$ cat config.mk
export PLATFORM = sky130hd
export DESIGN_NAME = scsd_clock_select
export DESIGN_NICKNAME = d
export VERILOG_FILES = /design/src/scsd_tick_div.sv /design/src/scsd_clock_select.sv
export SDC_FILE = /design/constraint.sdc
export NUM_CORES = 1
export LEC_CHECK = 0
export BUFFER_PORTS_ARGS = -buffer_cell sky130_fd_sc_hd__buf_2
export CAP_MARGIN = 10
export CORE_MARGIN = 2
export CORE_UTILIZATION = 37
export CTS_BUF_LIST = sky130_fd_sc_hd__clkbuf_16
export DETAILED_ROUTE_END_ITERATION = 7
export HOLD_SLACK_MARGIN = 0.03
export PLACE_DENSITY = 0.75
export SYNTH_ARGS = -nofsm -noshare
export SYNTH_HDL_FRONTEND = slang
export SYNTH_SLANG_ARGS = --single-unit
$ cat constraint.sdc
create_clock -name clk -period 1.8 [get_ports clk]
set_clock_uncertainty 0.1 [all_clocks]
set_input_delay 0.36 -clock clk [delete_from_list [all_inputs] [get_ports clk]]
set_output_delay 0.36 -clock clk [all_outputs]
set_load 0.05 [all_outputs]
$ cat src/scsd_tick_div.sv
// constants and types of the system clock select/divide block, plus the
// source tick divider; assumes source clocks arrive as one-cycle ticks on clk
`timescale 1ns/10ps

package scsd_pkg;
    // register byte addresses on the avalon slave
    localparam logic [3:0] ADDR_MODE   = 4'h0;
    localparam logic [3:0] ADDR_OSC    = 4'h4;
    localparam logic [3:0] ADDR_STATUS = 4'h8;
    // reset values: on-chip source, divide by 8
    localparam logic [3:0] MODE_RESET  = 4'hd;
    localparam logic       OSC_RESET   = 1'b0;
    // mode bit positions
    localparam int SRC_BIT  = 0;
    localparam int EXT_BIT  = 1;
    localparam int DIVL_BIT = 2;
    localparam int DIVH_BIT = 3;
    // last machine phase: instruction clock is system clock over this count plus one
    localparam logic [1:0] INSTR_DIV_LAST = 2'h2;

    typedef enum logic {SRC_EXT, SRC_ONCHIP} scsd_src_t;

    typedef struct packed {
        scsd_src_t  src;
        logic [1:0] ratio;   // 0:/1 1:/2 2:/4 3:/8
    } scsd_cfg_t;

    localparam scsd_cfg_t CFG_RESET = '{src: SRC_ONCHIP, ratio: 2'h3};
endpackage

module scsd_tick_div (
    // clock and reset
    input  wire logic       clk,
    input  wire logic       srst,
    // source tick and ratio
    input  wire logic       tick_in,
    input  wire logic [1:0] ratio,
    input  wire logic       restart,
    // divided tick
    output logic            tick_out
);
    logic [2:0] count_q;
    logic [2:0] count_d;
    logic       tick_d;
    logic [2:0] limit;

    // last count of the divide window, 2^ratio - 1
    assign limit = 3'((4'h1 << ratio) - 4'h1);

    // count source ticks, emit one per window
    always_comb begin
        count_d = count_q;
        tick_d  = 1'b0;
        if (restart) begin
            count_d = 3'h0;
        end else if (tick_in) begin
            if (count_q >= limit) begin
                count_d = 3'h0;
                tick_d  = 1'b1;
            end else begin
                count_d = count_q + 3'h1;
            end
        end
    end

    always_ff @(posedge clk) begin
        if (srst) begin
            count_q  <= 3'h0;
            tick_out <= 1'b0;
        end else begin
            count_q  <= count_d;
            tick_out <= tick_d;
        end
    end
endmodule

$ cat src/scsd_clock_select.sv
// system clock source select and divider with instruction clock derivation
// assumes oscillator ticks are one-cycle pulses synchronous to clk and an
// avalon-mm master that holds its request until waitrequest is low
//
// Summary of operation
// - system clock from on-chip or external source
// - only mode and oscillator registers choose clock
// - mode bit0 and osc bit0 pick source
// - mode bits 3:2 divide by 1,2,4,8
// - reset selects on-chip source divided by 8
// - instruction clock is system clock over three
// - one instruction clock is one machine cycle
//
// Design decisions made here: the address map and the Avalon-MM register port.
`timescale 1ns/10ps

module scsd_clock_select (
    // clock and reset
    input  wire logic        clk,
    input  wire logic        srst,
    // oscillator ticks
    input  wire logic        onchip_osc_tick,
    input  wire logic        ext_osc_tick,
    // avalon-mm slave
    input  wire logic [3:0]  avs_address,
    input  wire logic        avs_read,
    input  wire logic        avs_write,
    input  wire logic [31:0] avs_writedata,
    input  wire logic [3:0]  avs_byteenable,
    output logic [31:0]      avs_readdata,
    output logic             avs_waitrequest,
    // derived clocks
    output logic             system_clock_tick,
    output logic             instr_clock_tick,
    output logic [1:0]       machine_phase
);
    logic [3:0]       clock_mode_reg_q;
    logic [3:0]       clock_mode_reg_d;
    logic             oscillator_ctrl_reg_q;
    logic             oscillator_ctrl_reg_d;
    logic [31:0]      rdata_d;
    logic             wait_d;
    scsd_pkg::scsd_cfg_t act_q;
    scsd_pkg::scsd_cfg_t act_d;
    scsd_pkg::scsd_cfg_t want;
    logic             src_tick;
    logic             div_tick;
    logic             apply;
    logic [1:0]       phase_d;
    logic             instr_d;

    // decode registers into source and ratio
    function automatic scsd_pkg::scsd_cfg_t decode_cfg(
        input logic [3:0] mode,
        input logic       osc
    );
        scsd_pkg::scsd_cfg_t c;
        c.ratio = {mode[scsd_pkg::DIVH_BIT], mode[scsd_pkg::DIVL_BIT]};
        // on-chip only with osc bit clear; ext bit is don't-care there
        if (mode[scsd_pkg::SRC_BIT] && !osc) begin
            c.src = scsd_pkg::SRC_ONCHIP;
        end else begin
            c.src = scsd_pkg::SRC_EXT;
        end
        return c;
    endfunction

    assign want = decode_cfg(clock_mode_reg_q, oscillator_ctrl_reg_q);

    // bus: one wait cycle, then data and write land together
    always_comb begin
        clock_mode_reg_d      = clock_mode_reg_q;
        oscillator_ctrl_reg_d = oscillator_ctrl_reg_q;
        wait_d  = !((avs_read || avs_write) && avs_waitrequest);
        rdata_d = avs_readdata;
        if (avs_write && !avs_waitrequest && avs_byteenable[0]) begin
            unique case (avs_address)
                scsd_pkg::ADDR_MODE: clock_mode_reg_d = avs_writedata[3:0];
                scsd_pkg::ADDR_OSC:  oscillator_ctrl_reg_d = avs_writedata[0];
                default: ;  // status and unmapped ignore writes
            endcase
        end
        if (avs_read && avs_waitrequest) begin
            unique case (avs_address)
                scsd_pkg::ADDR_MODE:
                    rdata_d = {28'h0, clock_mode_reg_q};
                scsd_pkg::ADDR_OSC:
                    rdata_d = {31'h0, oscillator_ctrl_reg_q};
                scsd_pkg::ADDR_STATUS:
                    rdata_d = {27'h0, machine_phase, act_q.ratio, act_q.src};
                default:
                    rdata_d = 32'h0;
            endcase
        end
    end

    always_ff @(posedge clk) begin
        if (srst) begin
            clock_mode_reg_q      <= scsd_pkg::MODE_RESET;
            oscillator_ctrl_reg_q <= scsd_pkg::OSC_RESET;
            avs_waitrequest       <= 1'b1;
            avs_readdata          <= 32'h0;
        end else begin
            clock_mode_reg_q      <= clock_mode_reg_d;
            oscillator_ctrl_reg_q <= oscillator_ctrl_reg_d;
            avs_waitrequest       <= wait_d;
            avs_readdata          <= rdata_d;
        end
    end

    // pick the active source tick
    assign src_tick = (act_q.src == scsd_pkg::SRC_ONCHIP) ?
                      onchip_osc_tick : ext_osc_tick;

    // swap config only as a divided tick completes, so no short pulse
    assign apply = div_tick && (act_q != want);

    scsd_tick_div u_div (
        .clk      (clk),
        .srst     (srst),
        .tick_in  (src_tick),
        .ratio    (act_q.ratio),
        .restart  (apply),
        .tick_out (div_tick)
    );

    // active config and instruction clock divider
    always_comb begin
        act_d   = apply ? want : act_q;
        phase_d = machine_phase;
        instr_d = 1'b0;
        if (div_tick) begin
            if (machine_phase == scsd_pkg::INSTR_DIV_LAST) begin
                phase_d = 2'h0;
                instr_d = 1'b1;
            end else begin
                phase_d = machine_phase + 2'h1;
            end
        end
    end

    always_ff @(posedge clk) begin
        if (srst) begin
            act_q             <= scsd_pkg::CFG_RESET;
            machine_phase     <= 2'h0;
            instr_clock_tick  <= 1'b0;
            system_clock_tick <= 1'b0;
        end else begin
            act_q             <= act_d;
            machine_phase     <= phase_d;
            instr_clock_tick  <= instr_d;
            system_clock_tick <= div_tick;
        end
    end
endmodule

After elaboration in Yosys (flattened, before gate mapping):

Cells that the tools add are included.

* bits in registers: 49
* input bits: 46
* output and inout port bits: 37
* logic and storage cells: 45

* $add $sub $neg: 3
* order comparisons: 1
* equality and inequality tests: 4
* shift-type cells: 1
* muxes and demuxes: 7
* bitwise logic cells: 2
* reduce and logical (&&, ||, !) cells: 16

Operators by type and width (number)
* $pmux 5 s3: 1
* $logic_and 1x1->1: 6
* $eq 4x3->1 const B: 1
* $eq 4x4->1 const B: 1
* $logic_not 4->1: 1
* $mux 1: 4
* $reduce_and 2->1: 2
* $reduce_or 2->1: 2
* $add 3x1->3 const B: 1
* $ge 3x3->1: 1
* $logic_not 1->1: 3
* $mux 3: 1
* $ne 3x3->1: 1
* $reduce_or 3->1: 1
* $shl 1x2->3 const A: 1
* $sub 3x1->3 const B: 1
* $add 2x1->2 const B: 1
* $eq 2x2->1 const B: 1
* $mux 2: 1
* $not 1->1: 2
* $logic_or 1x1->1: 1

Depth between registers and ports, before layout:

Gate-level depths: netlist of the first run.

* depth in word-level cells: 6
* depth in mapped cells: 6
* depth with buffers taken out: 6

By module:

A second synthesis of the first run with hierarchy kept.

* cell total of the unflattened synthesis: 150
* area, all modules: 1290.0 um^2

By module, submodules not included
* scsd_clock_select: instances 1, cells each 119, area each 1011.0 um^2, sequential area each 360.3 um^2
* scsd_tick_div: instances 1, cells each 31, area each 279.0 um^2, sequential area each 80.1 um^2

Worst setup path before layout of the first run:

OpenSTA, ideal clock, no wires.

* path type: reg-to-reg
* start point: register act_q[0] (netlist bit)
* end point: register u_div.count_q[1]
* library setup time: 0.086 ns
* arrival: 1.557 ns
* data required time: 1.614 ns
* path slack: 0.058 ns
* cell stages (with the launch flop): 7
* buffers on the path: 0
* clock period less this slack: 1.742 ns
* path through: dfxtp_1 -> or2_2 -> ha_1 -> nand2b_1 -> a31oi_1 -> nand3b_1 -> a211oi_1

* cells in the longest elaborated chain, start to end: 4
* elaborated cells between the ends (all ways): 7
* those cells by class: 1 x add/sub; 1 x order compare; 1 x eq/ne; 1 x shift; 1 x mux; 2 x reduce/logical

RTL lines
* from (decl): line scsd_clock_select.sv:43 `scsd_pkg::scsd_cfg_t act_q;`
* from (signal assigned): line scsd_clock_select.sv:144 `act_q <= scsd_pkg::CFG_RESET;`
* from (signal assigned): line scsd_clock_select.sv:149 `act_q <= act_d;`
* $shl 1x2->3: line scsd_tick_div.sv:48 `assign limit = 3'((4'h1 << ratio) - 4'h1);`
* $sub 3x1->3: line scsd_tick_div.sv:48
* $ge 3x3->1: line scsd_tick_div.sv:57 `if (count_q >= limit) begin`
* $mux 3: line scsd_tick_div.sv:57
* to (signal assigned): line scsd_tick_div.sv:71 `count_q <= count_d;`
* to (decl): line scsd_tick_div.sv:42 `logic [2:0] count_q;`

Parallel ways exist; a longest one is shown, timed or not.
A chain may end at the register's enable or synchronous reset.

Final worst setup path of the first run:

Same ends and word-level chain as after synthesis.

==> results.yml, run 1 <==
grt:
  globalRoute.busiestLayer: "met2"
  met1_usage: 0.151
  grt_antenna_before_repair: 0
  grtUsageMet3: 0.0546
  grtUsageMet2: 0.215
  grt_pass1_vias: 819
  grt_util_all_layers: 0.130
  grt_pass1_wl_um: 3580
  grt_overflow: 0
  grt_max_degree: 16
clocking:
  holdBufCountCts: 0
  clockRootBuffer: "clkbuf_16"
  clkTransAtPathRegs_ns: 0.06
  clk_path_buf_depth: 2
  cts_tree: "yes"
  clk_latency_ns: 0.26
  cts_made_buffers: 3
  htree_levels: 1
  cts.sinks: 22
worst_setup_path:
  cp.required_ns: 1.88
  crit_fanout: 4
  slowest_stage: "dfxtp_1"
  regToRegSetupSlack_ns: 0.07
  path_cells: "or2_2 > ha_1 > nand2b_1 > a31oi_1 > buf_4 > nand3b_1 > a211oi_2"
  startpoint_type: "flop"
  worstSetupStartpoint: "act_q[0]$_SDFFE_PP1P_"
  max_stage_delay_ns: 0.30
  cp_num_cells: 7
  critPathKind: "reg2reg"
  endpoint_kind: "flop"
  reg2reg_depth: 7
  cp.arrival_ns: 1.81
  crit_buf_inv: 1
  crit_family: "simple AND/OR/NAND/NOR gates"
  rr_endpoint: "u_div.count_q[1]$_SDFFE_PP0P_"
  reg2reg_from: "act_q[0]$_SDFFE_PP1P_"
  setup.worst_path.end: "u_div.count_q[1]$_SDFFE_PP0P_"
route:
  vias: 923
  drc: 0
  antenna_left: 0
  dr.pass1.iters: 3
  routed_via_density: 4.35
  avgRoutedWirePerCell_um: 10.4
  wl_um: 2200
  detail_route.iter0.violations: 49
floorplan:
  fp.dieW_um: 61.5
  die_y_um: 61.5
  start_util: 0.394
  dieArea_sq_um: 3780
  ios: 83
  num_rows: 20
  core_sq_um: 3100
logic_synthesis:
  synth_cell_types: 34
  yosysTopAreaCell: "dfxtp_1"
  async_flop_share: 0
  ys_warn_count: 0
  seq_area_frac_synth: 0.360
  ys_ff_latch: 22
  avgSynthCellArea_sq_um: 8.74
  synth_edf_count: 0
  netlist_instances: 140
  synthTopCellsByArea: "dfxtp_1 36%, buf_4 17%, mux2i_1 8.2%"
  synth_top_area_share: 0.360
  syn_area_sq_um: 1220
  ys.flop_type: "dfxtp_1"
timing:
  setup_viol: 0
  fin_crit_sh: 0.959
  rsz0062_at_grt: "no"
  layout_setup_ws_ns: 0.0734
  period_needed_ns: 1.73
  finalMaxSlewViolations: 0
  timing.fmax_mhz: 579
  fin_setup_tns_ns: 0
  hold_violations: 0
power_and_ir_drop:
  pwr-share-clk: 0.399
  total_power_w: 0.00118
  p_comb_frac: 0.175
  switching_share: 0.299
  power_density_nw_per_um2: 847
  power.switching_w: 0.000352
  seqPwrFrac: 0.427
  internal_power_w: 0.000824
  ir_drop_mv: 0.431
  leakagePower_nw: 0.696
final_layout:
  final_cell_mix: "27 x conb_1, 24 x buf_2, 21 x dfxtp_1, 15 x nand2_1, 14 x nor2_1"
  antenna_cells: 0
  nets: 219
  area_growth_pct: 13.5
  drive_gt1_frac: 0.232
  multi_input_area_sq_um: 648
  fillCellCount: 319
  mostFrequentLayoutCell: "conb_1"
  regArea_sq_um: 442
place:
  pre_cts_ws_ns: 0.0385
  hpwl_um: 1690
  gp_congestion: 0.782
  port_buffers: 24
hold_path:
  min_path_type: "in2reg"
  whs_path_depth: 2
job:
  drv_cap: 0
run_status:
  status: "finished, final reports clean"
kinds of logic (layout without fill, tap and decap cells):
family / count (synthesis) / in the layout / synth area share
and+or+nand+nor: 47 / 47 / 0.198
buffers and inverters: 34 / 36 / 0.194
DFF: 22 / 22 / 0.360
AOI/OAI and AO/OA: 18 / 18 / 0.0889
muxes: 11 / 11 / 0.0930
adders and majority gates: 4 / 4 / 0.0409
xor gates and xnor gates: 3 / 3 / 0.0215
other: 1 / 27 / 0.00306
cell usage after synthesis (2+ instances only):
library cell,number
mux2i_1,10
nor3_1,5
o211ai_1,2
a31oi_1,2
nor2b_1,2
nor2_1,14
a21oi_1,7
buf_4,27
dfxtp_1,22
xnor2_1,3
a211oi_1,3
ha_1,4
nand2_1,15
inv_1,4
layer usage:
layer / routed length [um] / vias up
met5: 0 / -
met1: 1030 / 418
met3: 133 / 5
li1: - / 474
met2: 1010 / 26
met4: 30 / 0
repair_timing:
action / 4_1_cts / 5_1_grt
resized for setup: 0 / 2
setup buffers: 0 / 1
endpoints found under the setup margin: 0 / 2
stage by stage:
| stage | cell area [sq um] | hold WS (ns) | util | cells |
|---|---|---|---|---|
| 5_1_grt | 1390 | 0.204 | 0.448 | 212 |
| 6_report | 1390 | 0.205 | 0.448 | 212 |
| 2_1_floorplan | 1320 | 0.334 | - | 166 |
| 3_5_place_dp | 1300 | 0.340 | 0.418 | 207 |
| 4_1_cts | 1380 | 0.207 | 0.443 | 211 |
| 3_3_place_gp | 1300 | 0.340 | 0.418 | 207 |
power by group through the flow:
| stage | Sequential, W | Clock [W] | Combinational, W |
|---|---|---|---|
| 3_5_place_dp | 0.000512 | 0 | 0.000204 |
| 5_1_grt | 0.000503 | 0.000499 | 0.000218 |
| 3_3_place_gp | 0.000512 | 0 | 0.000202 |
| 2_1_floorplan | 0.000523 | 0 | 0.000208 |
| 6_report | 0.000502 | 0.000469 | 0.000206 |
| 4_1_cts | 0.000502 | 0.000478 | 0.000205 |
final cells by class:
type / count / share of cell area
sequential: 22 / 0.318
clock buffer: 3 / 0.0541
timing repair buffer: 28 / 0.108
clock inverter: 1 / 0.00270
tap: 44 / 0.0396
multi-input combinational: 110 / 0.467
inverter: 4 / 0.0108
registers in the layout, indices dropped and copies added, names as in the netlist:
| name | count |
|---|---|
| machine_phase | 2 |
| clock_mode_reg_q | 4 |
| avs_waitrequest | 1 |
| instr_clock_tick | 1 |
| oscillator_ctrl_reg_q | 1 |
| system_clock_tick | 1 |
| u_div.tick_out | 1 |
| act_q | 3 |
| avs_readdata | 5 |
| u_div.count_q | 3 |
how the worst min path moves through the flow:
stage                          startpoint  slack [ns]                            to
2_1_floorplan                        srst        0.33  system_clock_tick$_SDFF_PP0_
3_3_place_gp   avs_waitrequest$_SDFF_PP1_        0.34    avs_waitrequest$_SDFF_PP1_
3_5_place_dp   avs_waitrequest$_SDFF_PP1_        0.34    avs_waitrequest$_SDFF_PP1_
4_1_cts                         avs_write        0.21    avs_waitrequest$_SDFF_PP1_
5_1_grt                         avs_write        0.20    avs_waitrequest$_SDFF_PP1_
6_report                        avs_write        0.21    avs_waitrequest$_SDFF_PP1_
(Power assumes the default switching activity.)
==> inputs of run 2 (changes only) <==
Settings changed: CORE_ASPECT_RATIO from default to 0.6, REMOVE_ABC_BUFFERS from default to 1.
==> results.yml, run 2 (synthesized netlist as in run 1, its figures left out) <==
route:
  detail_route.iter0.violations: 46
  met3_wirelength_um: 121
  dr.pass1.iters: 4
  antenna_left: 0
  wl_met1_um: 1210
  vias: 909
  drc: 0
  routed_via_density: 4.29
  avgRoutedWirePerCell_um: 10.8
  dr_wl_met2_um: 931
  wl_um: 2280
  top_layer: "met4"
timing:
  fin_crit_sh: 0.946
  hold_violations: 0
  relSlewSlack: 0.662
  setup_viol: 0
  worst_slew_pin_slew_ns: 0.505
  finalMaxSlewViolations: 0
  fin_setup_tns_ns: 0
  period_needed_ns: 1.70
  rsz0062_at_grt: "no"
  holdWs_ns: 0.212
  timing.fmax_mhz: 587
final_layout:
  largest_reg_flops: 5
  multi_input_area_sq_um: 666
  nets: 218
  regMostFlops: "avs_readdata"
  final_util: 0.445
  antenna_cells: 0
  fillCellCount: 330
  area_growth_pct: 16.6
  final_cell_mix: "27 x conb_1, 24 x buf_2, 21 x dfxtp_1, 15 x nand2_1, 14 x nor2_1"
  drive_gt1_frac: 0.246
  reg.largest.list: "avs_readdata x5, clock_mode_reg_q x4"
  layout.cells.non_filler: 212
  regArea_sq_um: 442
  mostFrequentLayoutCell: "conb_1"
grt:
  grt_pass1_vias: 761
  grt_antenna_before_repair: 0
  grt_util_all_layers: 0.121
  grt_overflow: 0
  grt_pass1_wl_um: 3520
  grt_max_degree: 16
worst_setup_path:
  critPathKind: "reg2reg"
  endpoint_kind: "flop"
  max_stage_delay_ns: 0.33
  crit_family: "simple AND/OR/NAND/NOR gates"
  cp.required_ns: 1.88
  startpoint_type: "flop"
  slowest_stage: "dfxtp_2"
  cp.arrival_ns: 1.78
  worstSetupStartpoint: "act_q[1]$_SDFFE_PP1P_"
  path_cells: "or2_2 > ha_4 > nand2b_1 > a31oi_1 > buf_4 > nand3b_1 > a211oi_2"
  reg2reg_from: "act_q[1]$_SDFFE_PP1P_"
  crit_buf_inv: 1
  crit_fanout: 4
clocking:
  htree_levels: 1
  holdBufCountCts: 0
  cts_made_buffers: 3
  cts.sinks: 22
  clk_path_buf_depth: 2
  postCtsSetupRepairBufs: 0
  clk_latency_ns: 0.26
  cts_tree: "yes"
  clockRootBuffer: "clkbuf_16"
  clkTransAtPathRegs_ns: 0.06
floorplan:
  start_util: 0.382
  core_sq_um: 3200
  fp.dieW_um: 78.2
  dieArea_sq_um: 3800
  die_y_um: 48.5
  ios: 83
  num_rows: 16
power_and_ir_drop:
  switching_share: 0.271
  internal_power_w: 0.000971
  power_density_nw_per_um2: 934
  pwr-share-clk: 0.466
  p_comb_frac: 0.158
  leakagePower_nw: 0.707
  seqPwrFrac: 0.377
  ir_drop_mv: 0.441
  power.switching_w: 0.000361
place:
  gp_congestion: 0.742
  hpwl_um: 1730
  dp.cells: 208
  port_buffers: 24
run_status:
  status: "finished, final reports clean"
job:
  drv_cap: 0
hold_path:
  hold_start: "avs_write"
  min_path_type: "in2reg"
-- run 2: changes by cell type in the layout (fill, tap and decap cells not counted), sizes merged --
cell    change
buf         -1
bufinv      +1
clkinv      -1
-- run 2: power by group through the flow --
stage	Combinational [W]	Clock (W)	Sequential, W
after floorplan	0.000156	0	0.000523
after global placement	0.000202	0	0.000512
after detailed placement	0.000203	0	0.000512
after CTS	0.000203	0.000632	0.000502
after global routing	0.000221	0.000655	0.000502
final	0.000210	0.000620	0.000502
-- run 2: per-stage QoR --
stage | power (W) | instance area [sq um] | worst slack, ns
2_1_floorplan | 0.000679 | 1100 | 0.0579
3_3_place_gp | 0.000714 | 1300 | 0.0491
3_5_place_dp | 0.000715 | 1300 | 0.0216
4_1_cts | 0.00134 | 1400 | 0.00278
5_1_grt | 0.00138 | 1430 | 0.0227
6_report | 0.00133 | 1430 | 0.0975
-- run 2: area by class of cell --
cell class	count	share of cell area
clock buffers	3	0.0526
clock inverters	1	0.0211
inverters	4	0.0105
multi-input cells	110	0.467
flip-flops and latches	22	0.310
well taps	45	0.0395
repair buffers	27	0.100
-- run 2: repair_timing --
item / CTS / global route
setup endpoints to repair: 0 / 3
endpoints found under the hold margin: 0 / 0
gates resized for setup: 0 / 4
-- run 2: worst paths after layout --
path                                                      end  slack [ns]  cells after the start
worst max register to register  u_div.count_q[1]$_SDFFE_PP0P_         0.1                      7
worst max-delay path            u_div.count_q[1]$_SDFFE_PP0P_         0.1                      7
worst min register to register   avs_readdata[0]$_SDFFE_PP0P_        0.36                      2
worst min-delay path               avs_waitrequest$_SDFF_PP1_        0.21                      2
-- run 2: routing by layer --
layer	global-route usage	up-vias
li1	-	475
met1	0.175	412
met2	0.157	18
met3	0.0597	4
met4	0.0351	0
met5	0	-
-- run 2: worst reg2reg max path: stages, from the launching register on --
cell      delay, ns
dfxtp_2        0.33
or2_2          0.30
ha_4           0.21
nand2b_1       0.14
a31oi_1        0.14
buf_4          0.15
nand3b_1       0.09
a211oi_2       0.17
==> inputs of run 3 (changes only) <==
Clock period 1.8 ns to 1.49 ns, I/O delays scaled along.
==> results.yml, run 3 (synthesized netlist as in run 1, its figures left out) <==
grt:
  grt_pass1_vias: 787
  grt_overflow: 0
  grt_max_degree: 16
  grt_pass1_wl_um: 3730
  grt_antenna_before_repair: 0
  grt_util_all_layers: 0.129
route:
  wl_um: 2400
  drc: 0
  detail_route.iter0.violations: 63
  avgRoutedWirePerCell_um: 11.1
  routed_via_density: 4.40
  dr.pass1.iters: 4
  antenna_left: 0
  vias: 950
place:
  port_buffers: 24
  dp.cells: 212
  pre_cts_ws_ns: -0.316
  gp_congestion: 0.735
  hpwl_um: 1820
clocking:
  clkTransAtPathRegs_ns: 0.06
  cts.sinks: 22
  clk_path_buf_depth: 2
  holdBufCountCts: 0
  clockRootBuffer: "clkbuf_16"
  clk_latency_ns: 0.26
  htree_levels: 1
  cts_made_buffers: 3
  cts_tree: "yes"
timing:
  holdWs_ns: 0.146
  fin_crit_sh: 1.08
  period_needed_ns: 1.61
  finalMaxSlewViolations: 0
  timing.fmax_mhz: 620
  setup_viol: 4
  hold_violations: 0
  layout_setup_ws_ns: -0.124
  relSlewSlack: 0.626
  rsz0062_at_grt: "yes"
  worst_slew_pin_slew_ns: 0.559
  fin_setup_tns_ns: -0.337
worst_setup_path:
  crit_fanout: 4
  cp.required_ns: 1.57
  critPathKind: "reg2reg"
  startpoint_type: "flop"
  endpoint_kind: "flop"
  cp.arrival_ns: 1.70
final_layout:
  reg.largest.list: "avs_readdata x5, clock_mode_reg_q x4"
  regMostFlops: "avs_readdata"
  mostFrequentLayoutCell: "conb_1"
  drive_gt1_frac: 0.287
  layout.cells.non_filler: 216
  largest_reg_flops: 5
  antenna_cells: 0
  area_growth_pct: 21.8
  final_cell_mix: "27 x conb_1, 24 x buf_2, 20 x dfxtp_1, 14 x nor2_1, 14 x nand2_1"
  nets: 222
run_status:
  violations: "negative setup slack"
  status: "finished, violations left"
floorplan:
  ios: 83
  core_sq_um: 3200
  start_util: 0.382
  dieArea_sq_um: 3800
  num_rows: 16
  die_y_um: 48.5
  fp.dieW_um: 78.2
power_and_ir_drop:
  total_power_w: 0.00162
  power_density_nw_per_um2: 1090
  ir_drop_mv: 0.414
  leakagePower_nw: 0.731
hold_path:
  min_path_type: "in2reg"
job:
  drv_cap: 0
## run 3: cell count changes in the layout (fill, tap and decap cells not counted)
cell and delta:
or2_4 +1, buf_6 +2, nand2b_4 +1, or2_2 -1, dfxtp_2 +1, ha_4 +1, nand2_1 -1, buf_4 +2
dfxtp_1 -1, ha_1 -1, nand2_2 +1, nand2b_1 -1
## run 3: repair_timing
| item | CTS | global route |
|---|---|---|
| gates resized for setup | 9 | 2 |
| gates cloned | 0 | 0 |
| setup endpoints to repair | 4 | 4 |
| setup buffers | 0 | 0 |
| pin swaps | 3 | 0 |
## run 3: layout make-up
| cell class | count | area, sq um |
|---|---|---|
| inverter | 4 | 15.0 |
| sequential | 22 | 443 |
| multi-input combinational | 110 | 691 |
| timing repair buffer | 31 | 180 |
| tap | 45 | 56.3 |
| clock buffer | 3 | 75.1 |
| fill | 328 | 1710 |
| clock inverter | 1 | 30.0 |
## run 3: stage by stage
stage          instance area, sq um   util
2_1_floorplan                  1100      -
3_3_place_gp                   1330  0.414
3_5_place_dp                   1330  0.414
4_1_cts                        1490  0.464
5_1_grt                        1490  0.465
6_report                       1490  0.465
## run 3: metal layers
metal / wire length [um] / GRT usage / vias up
met5: 0 / 0 / -
met4: 30 / 0.0439 / 0
met3: 170 / 0.0578 / 5
met2: 1070 / 0.182 / 22
met1: 1130 / 0.173 / 440
li1: - / - / 483
## run 3: power breakdown
group	switching, W	internal [W]
Combinational	0.000216	0.0000503
Sequential	0.00000730	0.000597
Clock	0.000215	0.000534
Total	0.000438	0.00118
## run 3: worst paths after layout
| path | from | to | slack, ns | cells past startpoint |
|---|---|---|---|---|
| worst max-delay path | act_q[1]$_SDFFE_PP1P_ | u_div.count_q[1]$_SDFFE_PP0P_ | -0.12 | 7 |
| worst min-delay path | avs_write | avs_waitrequest$_SDFF_PP1_ | 0.15 | 2 |
| worst max register to register | act_q[1]$_SDFFE_PP1P_ | u_div.count_q[1]$_SDFFE_PP0P_ | -0.12 | 7 |
| worst min register to register | avs_waitrequest$_SDFF_PP1_ | avs_waitrequest$_SDFF_PP1_ | 0.36 | 1 |
## run 3: worst max-delay path: stages, from the launching register on
cell,delay (ns)
dfxtp_2,0.34
or2_4,0.24
ha_4,0.21
nand2b_4,0.12
a31oi_1,0.13
buf_4,0.15
nand3b_1,0.08
a211oi_2,0.17
